**src/common/mrp_params.svh**
```systemverilog
`ifndef MRP_PARAMS_SVH
`define MRP_PARAMS_SVH

// Report identifiers used in shortcut mode
`define MRP_ID_MOUSE 8'h01
`define MRP_ID_KBD 8'h02
// Largest packet handed out per transfer
`define MRP_MAX_BYTES 4'h8
// Field positions inside the 12-bit motion words
`define MRP_LO_NIB 3:0
`define MRP_HI_NIB 11:8
`define MRP_MID_BYTE 11:4
`define MRP_LO_BYTE 7:0
// Fill values
`define MRP_ZERO_BYTE 8'h00
`define MRP_ZERO_LEN 4'h0
`define MRP_ONE_LEN 4'h1
// Button byte positions
`define MRP_BACK_BIT 3'h3
`define MRP_FWD_BIT 3'h4
// Keyboard report lengths, one or two shortcuts
`define MRP_KBD_LEN_ONE 4'h4
`define MRP_KBD_LEN_TWO 4'h5

`endif

```
**src/common/mrp_pkg.sv**
```systemverilog
package mrp_pkg;

  // Stored layout choice, captured while reset is held
  typedef struct packed {
    logic motion_12bit;
    logic five_buttons;
    logic back_only;
    logic tilt_enable;
    logic shortcut_mode;
    logic second_shortcut;
  } mrp_cfg_t;

  typedef struct packed {
    logic forward_button;
    logic back_button;
    logic middle_button;
    logic right_button;
    logic left_button;
  } mrp_buttons_t;

  // Two's-complement counts from the motion engine
  typedef struct packed {
    logic [11:0] x;
    logic [11:0] y;
    logic [7:0] z;
    logic [7:0] tilt_wheel_count;
  } mrp_motion_t;

  // One programmed shortcut: modifier flags and key code
  typedef struct packed {
    logic [7:0] modifiers;
    logic [7:0] key_code;
  } mrp_key_t;

  typedef struct packed {
    logic [7:0][7:0] bytes;
    logic [3:0] len;
    logic is_kbd;
  } mrp_pkt_t;

  typedef struct packed {
    logic [7:0] data;
    logic last;
  } mrp_beat_t;

  typedef enum logic [1:0] {
    MRP_IDLE,
    MRP_SEND,
    MRP_WAIT_HS
  } mrp_state_t;

endpackage : mrp_pkg

```
**src/mrp_packer.sv**
```systemverilog
// Functional notes
// - 8-bit three-button report is buttons (middle, right, left in bits 2..0), X, Y, wheel.
// - With tilt enabled in 8-bit format and no shortcut mode a fifth tilt byte follows the wheel.
// - Five-button reports carry forward in bit 4 and back in bit 3, bits 7..5 zero.
// - When the fifth input is reassigned only back is reported in bit 3 and bit 4 stays zero.
// - 12-bit format sends X[7:0], then X[11:8] low nibble with Y[3:0] high nibble.
// - 12-bit format then sends Y[11:4], the wheel byte, and the tilt byte if enabled.
// - Shortcut mode prefixes every mouse report with identifier 1, shifting later bytes.
// - Keyboard reports carry identifier 2 then modifier flags, right GUI bit 7 to left Ctrl bit 0.
// - Keyboard byte 3 is zero, byte 4 the first key code, byte 5 the second where it exists.
// - 8-bit shortcut mode with tilt puts the tilt count in byte 6 of the mouse report.
// - 12-bit shortcut mode puts the wheel count in byte 6 of the mouse report.
// - Never more bytes than requested, at most eight, and a packet not acknowledged is resent.
`include "mrp_params.svh"
`timescale 1ns/1ps
`default_nettype none

module mrp_packer (
  // Clock and reset
  input wire logic clk_sys,
  input wire logic rst,
  // Configuration: layout sampled while reset is held, shortcut keys read when a poll builds a new keyboard report
  input wire mrp_pkg::mrp_cfg_t cfg_in,
  input wire mrp_pkg::mrp_key_t first_key,
  input wire mrp_pkg::mrp_key_t second_key,
  // Button and shortcut pins
  input wire mrp_pkg::mrp_buttons_t buttons_pin,
  input wire logic first_shortcut_input,
  input wire logic second_shortcut_input,
  // Motion counts from the tracking engine
  input wire mrp_pkg::mrp_motion_t motion,
  output logic motion_taken,
  // Host poll and handshake
  input wire logic poll_req,
  input wire logic [15:0] poll_len,
  input wire logic host_ack,
  input wire logic host_nak,
  output logic busy,
  // Report byte stream
  output logic rep_valid,
  input wire logic rep_ready,
  output logic [7:0] rep_data,
  output logic rep_last
);

  // ****************************************
  // Pin synchronisers
  // ****************************************
  mrp_pkg::mrp_buttons_t btn_meta_q;
  mrp_pkg::mrp_buttons_t btn_q;
  logic [1:0] sc_meta_q;
  logic [1:0] sc_q;
  logic [1:0] sc_prev_q;

  always_ff @(posedge clk_sys) begin
    if (rst) begin
      btn_meta_q <= '0;
      btn_q <= '0;
      sc_meta_q <= '0;
      sc_q <= '0;
    end else begin
      btn_meta_q <= buttons_pin;
      btn_q <= btn_meta_q;
      sc_meta_q <= {second_shortcut_input, first_shortcut_input};
      sc_q <= sc_meta_q;
    end
  end

  // ****************************************
  // Configuration capture
  // ****************************************
  mrp_pkg::mrp_cfg_t cfg_q;

  always_ff @(posedge clk_sys) begin
    if (rst) begin
      cfg_q <= cfg_in;
    end
  end

  // ****************************************
  // Report builders
  // ****************************************
  function automatic logic [7:0] mrp_button_byte(input mrp_pkg::mrp_cfg_t c,
                                                input mrp_pkg::mrp_buttons_t b);
    logic [7:0] v;
    v = {5'h00, b.middle_button, b.right_button, b.left_button};
    if (c.five_buttons) begin
      v[`MRP_BACK_BIT] = b.back_button;
      v[`MRP_FWD_BIT] = c.back_only ? 1'b0 : b.forward_button;
    end
    return v;
  endfunction : mrp_button_byte

  function automatic mrp_pkg::mrp_pkt_t mrp_mouse_pkt(input mrp_pkg::mrp_cfg_t c,
                                                     input mrp_pkg::mrp_buttons_t b,
                                                     input mrp_pkg::mrp_motion_t m);
    mrp_pkg::mrp_pkt_t p;
    logic [3:0] n;
    p = '0;
    n = `MRP_ZERO_LEN;
    if (c.shortcut_mode) begin
      p.bytes[n[2:0]] = `MRP_ID_MOUSE;
      n = n + `MRP_ONE_LEN;
    end
    p.bytes[n[2:0]] = mrp_button_byte(c, b);
    n = n + `MRP_ONE_LEN;
    p.bytes[n[2:0]] = m.x[`MRP_LO_BYTE];
    n = n + `MRP_ONE_LEN;
    if (c.motion_12bit) begin
      p.bytes[n[2:0]] = {m.y[`MRP_LO_NIB], m.x[`MRP_HI_NIB]};
      n = n + `MRP_ONE_LEN;
      p.bytes[n[2:0]] = m.y[`MRP_MID_BYTE];
    end else begin
      p.bytes[n[2:0]] = m.y[`MRP_LO_BYTE];
    end
    n = n + `MRP_ONE_LEN;
    p.bytes[n[2:0]] = m.z;
    n = n + `MRP_ONE_LEN;
    if (c.tilt_enable) begin
      p.bytes[n[2:0]] = m.tilt_wheel_count;
      n = n + `MRP_ONE_LEN;
    end
    p.len = n;
    p.is_kbd = 1'b0;
    return p;
  endfunction : mrp_mouse_pkt

  function automatic mrp_pkg::mrp_pkt_t mrp_kbd_pkt(input mrp_pkg::mrp_cfg_t c,
                                                   input logic [1:0] s,
                                                   input mrp_pkg::mrp_key_t ka,
                                                   input mrp_pkg::mrp_key_t kb);
    mrp_pkg::mrp_pkt_t p;
    logic [7:0] mods;
    logic [7:0] code_a;
    logic [7:0] code_b;
    p = '0;
    mods = `MRP_ZERO_BYTE;
    code_a = s[0] ? ka.key_code : `MRP_ZERO_BYTE;
    code_b = (s[1] && c.second_shortcut) ? kb.key_code : `MRP_ZERO_BYTE;
    if (s[0]) begin
      mods = mods | ka.modifiers;
    end
    if (s[1] && c.second_shortcut) begin
      mods = mods | kb.modifiers;
    end
    p.bytes[0] = `MRP_ID_KBD;
    p.bytes[1] = mods;
    p.bytes[2] = `MRP_ZERO_BYTE;
    p.bytes[3] = code_a;
    p.bytes[4] = code_b;
    p.len = c.second_shortcut ? `MRP_KBD_LEN_TWO : `MRP_KBD_LEN_ONE;
    p.is_kbd = 1'b1;
    return p;
  endfunction : mrp_kbd_pkt

  // ****************************************
  // Keyboard event tracking
  // ****************************************
  logic kbd_pending_q;
  logic hs_ack_kbd;
  logic sc_change;

  assign sc_change = cfg_q.shortcut_mode && (sc_q != sc_prev_q);

  always_ff @(posedge clk_sys) begin
    if (rst) begin
      sc_prev_q <= '0;
      kbd_pending_q <= 1'b0;
    end else begin
      sc_prev_q <= sc_q;
      if (sc_change) begin
        kbd_pending_q <= 1'b1;
      end else if (hs_ack_kbd) begin
        kbd_pending_q <= 1'b0;
      end
    end
  end

  // ****************************************
  // Transfer control
  // ****************************************
  mrp_pkg::mrp_state_t state_q;
  mrp_pkg::mrp_pkt_t pkt_q;
  logic pkt_stale_q;
  logic [3:0] send_len_q;
  logic [3:0] send_idx_q;
  logic [3:0] avail;
  logic fifo_in_ready;
  logic push;
  logic push_last;

  assign avail = pkt_stale_q ? `MRP_ZERO_LEN : pkt_q.len;
  assign push = (state_q == mrp_pkg::MRP_SEND) && fifo_in_ready;
  assign push_last = (send_idx_q + `MRP_ONE_LEN) == send_len_q;
  assign hs_ack_kbd = (state_q == mrp_pkg::MRP_WAIT_HS) && host_ack && pkt_q.is_kbd;
  assign busy = state_q != mrp_pkg::MRP_IDLE;

  function automatic logic [3:0] mrp_clip_len(input logic [3:0] have,
                                             input logic [15:0] want);
    logic [3:0] v;
    v = have;
    if (want < {12'h000, v}) begin
      v = want[3:0];
    end
    if (v > `MRP_MAX_BYTES) begin
      v = `MRP_MAX_BYTES;
    end
    return v;
  endfunction : mrp_clip_len

  always_ff @(posedge clk_sys) begin
    if (rst) begin
      state_q <= mrp_pkg::MRP_IDLE;
      pkt_q <= '0;
      pkt_stale_q <= 1'b1;
      send_len_q <= `MRP_ZERO_LEN;
      send_idx_q <= `MRP_ZERO_LEN;
      motion_taken <= 1'b0;
    end else begin
      motion_taken <= 1'b0;
      unique case (state_q)
        mrp_pkg::MRP_IDLE: begin
          if (poll_req) begin
            send_idx_q <= `MRP_ZERO_LEN;
            if (pkt_stale_q) begin
              pkt_stale_q <= 1'b0;
              if (kbd_pending_q) begin
                pkt_q <= mrp_kbd_pkt(cfg_q, sc_q, first_key, second_key);
                send_len_q <= mrp_clip_len(mrp_kbd_pkt(cfg_q, sc_q, first_key,
                                                       second_key).len, poll_len);
              end else begin
                pkt_q <= mrp_mouse_pkt(cfg_q, btn_q, motion);
                send_len_q <= mrp_clip_len(mrp_mouse_pkt(cfg_q, btn_q, motion).len,
                                           poll_len);
              end
              state_q <= (poll_len == 16'h0000) ? mrp_pkg::MRP_WAIT_HS : mrp_pkg::MRP_SEND;
            end else begin
              send_len_q <= mrp_clip_len(avail, poll_len);
              state_q <= (poll_len == 16'h0000) ? mrp_pkg::MRP_WAIT_HS : mrp_pkg::MRP_SEND;
            end
          end
        end
        mrp_pkg::MRP_SEND: begin
          if (push) begin
            send_idx_q <= send_idx_q + `MRP_ONE_LEN;
            if (push_last) begin
              state_q <= mrp_pkg::MRP_WAIT_HS;
            end
          end
        end
        mrp_pkg::MRP_WAIT_HS: begin
          if (host_ack) begin
            pkt_stale_q <= 1'b1;
            motion_taken <= !pkt_q.is_kbd;
            state_q <= mrp_pkg::MRP_IDLE;
          end else if (host_nak) begin
            state_q <= mrp_pkg::MRP_IDLE;
          end
        end
      endcase
    end
  end

  // ****************************************
  // Two-entry output buffer
  // ****************************************
  mrp_pkg::mrp_beat_t buf_q [2];
  logic wr_ptr_q;
  logic rd_ptr_q;
  logic [1:0] count_q;
  logic pop;

  assign fifo_in_ready = count_q != 2'h2;
  assign rep_valid = count_q != 2'h0;
  assign pop = rep_valid && rep_ready;
  assign rep_data = buf_q[rd_ptr_q].data;
  assign rep_last = rep_valid && buf_q[rd_ptr_q].last;

  always_ff @(posedge clk_sys) begin
    if (rst) begin
      buf_q[0] <= '0;
      buf_q[1] <= '0;
      wr_ptr_q <= 1'b0;
      rd_ptr_q <= 1'b0;
      count_q <= 2'h0;
    end else begin
      if (push) begin
        buf_q[wr_ptr_q] <= '{data: pkt_q.bytes[send_idx_q[2:0]], last: push_last};
        wr_ptr_q <= ~wr_ptr_q;
      end
      if (pop) begin
        rd_ptr_q <= ~rd_ptr_q;
      end
      count_q <= count_q + {1'b0, push} - {1'b0, pop};
    end
  end

endmodule : mrp_packer

`default_nettype wire

```
**config.mk**
```make
export PLATFORM = sky130hd
export DESIGN_NAME = mrp_packer
export DESIGN_NICKNAME = d
export VERILOG_FILES = /design/src/common/mrp_pkg.sv /design/src/mrp_packer.sv
export VERILOG_INCLUDE_DIRS = /design/src /design/src/common
export SDC_FILE = /design/constraint.sdc
export NUM_CORES = 1
export LEC_CHECK = 0
export BUFFER_PORTS_ARGS = -buffer_cell sky130_fd_sc_hd__buf_4
export CAP_MARGIN = 20
export CORE_UTILIZATION = 58
export DETAILED_ROUTE_END_ITERATION = 7
export PLACE_DENSITY_LB_ADDON = 0.3
export REMOVE_ABC_BUFFERS = 1
export SLEW_MARGIN = 20
export SYNTH_ARGS = -nofsm -noshare
export SYNTH_HDL_FRONTEND = slang
export SYNTH_SLANG_ARGS = --single-unit
export TNS_END_PERCENT = 50
```
**constraint.sdc**
```tcl
create_clock -name clk_sys -period 4.1 [get_ports clk_sys]
set_input_delay 0.41 -clock clk_sys [delete_from_list [all_inputs] [get_ports clk_sys]]
set_output_delay 0.41 -clock clk_sys [all_outputs]
set_load 0.05 [all_outputs]
```
==> impl_metrics.json <==
{
  "clockBufferDepth": 2,
  "overflow": 0,
  "chipWidth_microns": 116,
  "wl_per_cell_microns": 18.8,
  "layout_common_cells": "nor2_1, buf_4, dfxtp_1",
  "core_area_sq_um": 12700,
  "yosys.area_share.xor_xnor": 0.0183,
  "skew_ns": 0.00981,
  "synth_compound_gate_area_share": 0.211,
  "routed_wirelength_microns": 21000,
  "drtIter0Drc": 817,
  "die_area_sq_um": 13500,
  "vias": 7062,
  "rows": 41,
  "finalMaxSlewViolations": 0,
  "yosysWarnings": 0,
  "p_sw_uw": 1570,
  "cts.reportedPaths.clkPinSlew_ns": 0.06,
  "cap_violations": 0,
  "min_period_over_period": 0.822,
  "finalPower_uw": 4630,
  "power.internal_uw": 3050,
  "worstPathRequired_ns": 4.45,
  "synth_top_family_by_area": "compound AO/OA/AOI/OAI gates",
  "vias_per_cell": 6.30,
  "mostFrequentLayoutCell": "nor2_1",
  "slew_headroom": 0.399,
  "clock_latency_ns": 0.43,
  "hold_viol": 0,
  "p_per_area_nw_per_um2": 511,
  "ir_worst_vdd_mv": 0.322,
  "final.min_clock_period_ns": 3.37,
  "synthAdderAreaFrac": 0.0297,
  "grt_setup_unrepaired": "no",
  "start_util": 0.598,
  "gp_congestion": 0.902,
  "cts.sinks": 127,
  "ys_ff_latch": 127,
  "design_area_sq_um": 9060,
  "status": "finished clean",
  "postRouteAntennaNets": 0,
  "ys_types": 66,
  "cts_setup_buffers": 0,
  "synth_flop_cell": "dfxtp_1",
  "fp.dieH_microns": 116,
  "root_buffer": "clkbuf_16",
  "cts_resized": 0,
  "dpl.hpwl_microns": 14400,
  "synth.avg_cell_area_sq_um": 8.69,
  "cp-end-kind": "flip-flop",
  "synthArstFlopShare": 0,
  "power_frac_clock": 0.342,
  "placed_area_sq_um": 8430,
  "drc": 0,
  "fill_cells": 1006,
  "yosysSeqAreaShare": 0.367,
  "p_seq_frac": 0.338,
  "fin_nets": 1061,
  "cts_buffers": 17,
  "synthSimpleGateAreaFrac": 0.209,
  "cts_tree": "built",
  "grt_pass1_wl_microns": 33000,
  "synth_edf_count": 24,
  "syn_inst": 872,
  "tightest_slew_ns": 0.902,
  "syn_to_final_growth_pct": 19.6,
  "tns_ns": 0,
  "drive_gt1_frac": 0.218,
  "critPathMaxFanout": 17,
  "num_antenna_cells": 0,
  "leakagePower_uw": 0.00348,
  "cp-start-kind": "flip-flop",
  "port_buffers": 118,
  "combPwrFrac": 0.319,
  "grt_start_max_net_pins": 62,
  "synthMuxAreaShare": 0.110,
  "switching_share": 0.340,
  "antenna_found_initial": 0,
  "crit_arrival_ns": 3.72,
  "track_usage": 0.325,
  "syn_area_sq_um": 7580,
  "max_freq_ghz": 0.297,
  "finalSetupViolations": 0,
  "hp-class": "in2reg",
  "firstDrtPassIters": 6,
  "ctsHoldBuffers": 0,
  "ios": 119,
  "crit_type": "reg2reg",
  "grt_pass1_vias": 6338,
  "cts_max_level": 4
}
==> layout make-up <==
type / instances / area [sq um] / area share
clock buffer: 25 / 528 / 0.0583
inverter: 14 / 52.6 / 0.00580
sequential: 127 / 2780 / 0.307
tap: 172 / 215 / 0.0238
timing repair buffer: 132 / 991 / 0.109
clock inverter: 7 / 98.8 / 0.0109
multi-input combinational: 644 / 4390 / 0.485
==> path summary, 6_finish.rpt <==
kind,startpoint,end,slack (ns),cells past startpoint
setup / recovery,cfg_q[1],send_len_q[3],0.73,10
hold / removal,cfg_in[4],cfg_q[4],0.16,1
setup reg to reg,cfg_q[1],send_len_q[3],0.73,10
hold reg to reg,sc_meta_q[1],sc_q[1],0.43,1
==> cell usage after synthesis (5+ instances only) <==
master / instances / area share
xnor2_1: 8 / 0.0092
dfxtp_1: 103 / 0.27
o211ai_1: 15 / 0.015
clkbuf_2: 5 / 0.0033
nor2_1: 135 / 0.067
and2_1: 9 / 0.0074
nor2b_1: 22 / 0.018
xor2_1: 6 / 0.0069
buf_2: 11 / 0.0073
a211oi_1: 25 / 0.025
inv_1: 13 / 0.0064
a22oi_1: 37 / 0.037
buf_1: 6 / 0.0030
a22o_1: 9 / 0.010
mux4_2: 16 / 0.048
and3_1: 8 / 0.0066
a221oi_1: 15 / 0.017
a21oi_1: 31 / 0.020
clkbuf_1: 62 / 0.031
a311oi_1: 8 / 0.0092
o21ai_0: 21 / 0.014
a31oi_1: 18 / 0.015
nor3_1: 19 / 0.013
nand3_1: 14 / 0.0092
mux2i_1: 25 / 0.033
nand2b_1: 18 / 0.015
mux2_2: 20 / 0.030
ha_1: 18 / 0.030
nand4b_1: 9 / 0.010
a2bb2oi_1: 7 / 0.0081
nand2_1: 73 / 0.036
a21o_1: 6 / 0.0059
edfxtp_1: 24 / 0.095
==> flip-flops by register name (all words and copies together), names as in the netlist, 2 cells and up, named ones only <==
register / cells
sc_q: 2
sc_prev_q: 2
count_q: 2
buf_q: 18
pkt_q: 69
state_q: 2
sc_meta_q: 2
cfg_q: 6
send_idx_q: 4
btn_meta_q: 5
btn_q: 5
send_len_q: 4
==> power groups by stage <==
stage	clock (uW)	combinational, uW	sequential (uW)
2_1_floorplan	0	979	1590
3_5_place_dp	0	1450	1590
3_3_place_gp	0	1430	1580
6_report	1580	1480	1570
4_1_cts	1590	1460	1560
5_1_grt	1640	1610	1590
==> per-stage QoR <==
| stage | std cells | setup slack, ns | util | hold WS [ns] |
|---|---|---|---|---|
| floorplan | 785 | -0.631 | - | 0.414 |
| global placement | 1089 | 0.873 | 0.666 | 0.416 |
| detailed placement | 1089 | 0.788 | 0.666 | 0.424 |
| CTS | 1121 | 0.771 | 0.715 | 0.149 |
| global route | 1121 | 0.513 | 0.715 | 0.144 |
| finish | 1121 | 0.731 | 0.715 | 0.156 |
==> metal layers <==
metal	GRT usage	routed length (microns)	share of wire
met3	0.0877	2090	0.099
met5	0	0	0
met2	0.505	9730	0.46
met1	0.438	8810	0.42
met4	0.112	408	0.019
==> kinds of logic (layout without fill, tap and decap cells) <==
group / after synthesis / after routing
AO/OA/AOI/OAI: 222 / 222
flip-flops: 127 / 127
XOR/XNOR: 15 / 15
adder cells (fa/ha/maj): 18 / 18
AND/OR/NAND/NOR: 328 / 328
buffers and inverters: 101 / 178
multiplexers: 61 / 61
==> worst max-delay path: stages (launching register included) <==
cell and delay [ns]:
edfxtp_1 0.35, clkinv_1 0.26, ha_1 0.34, nand2_1 0.42, o21ai_0 0.24, ha_1 0.32, o21ai_0 0.26, a22oi_2 0.13
o311a_1 0.35, or4_1 0.47, a31oi_1 0.16
(Power assumes the default switching activity.)
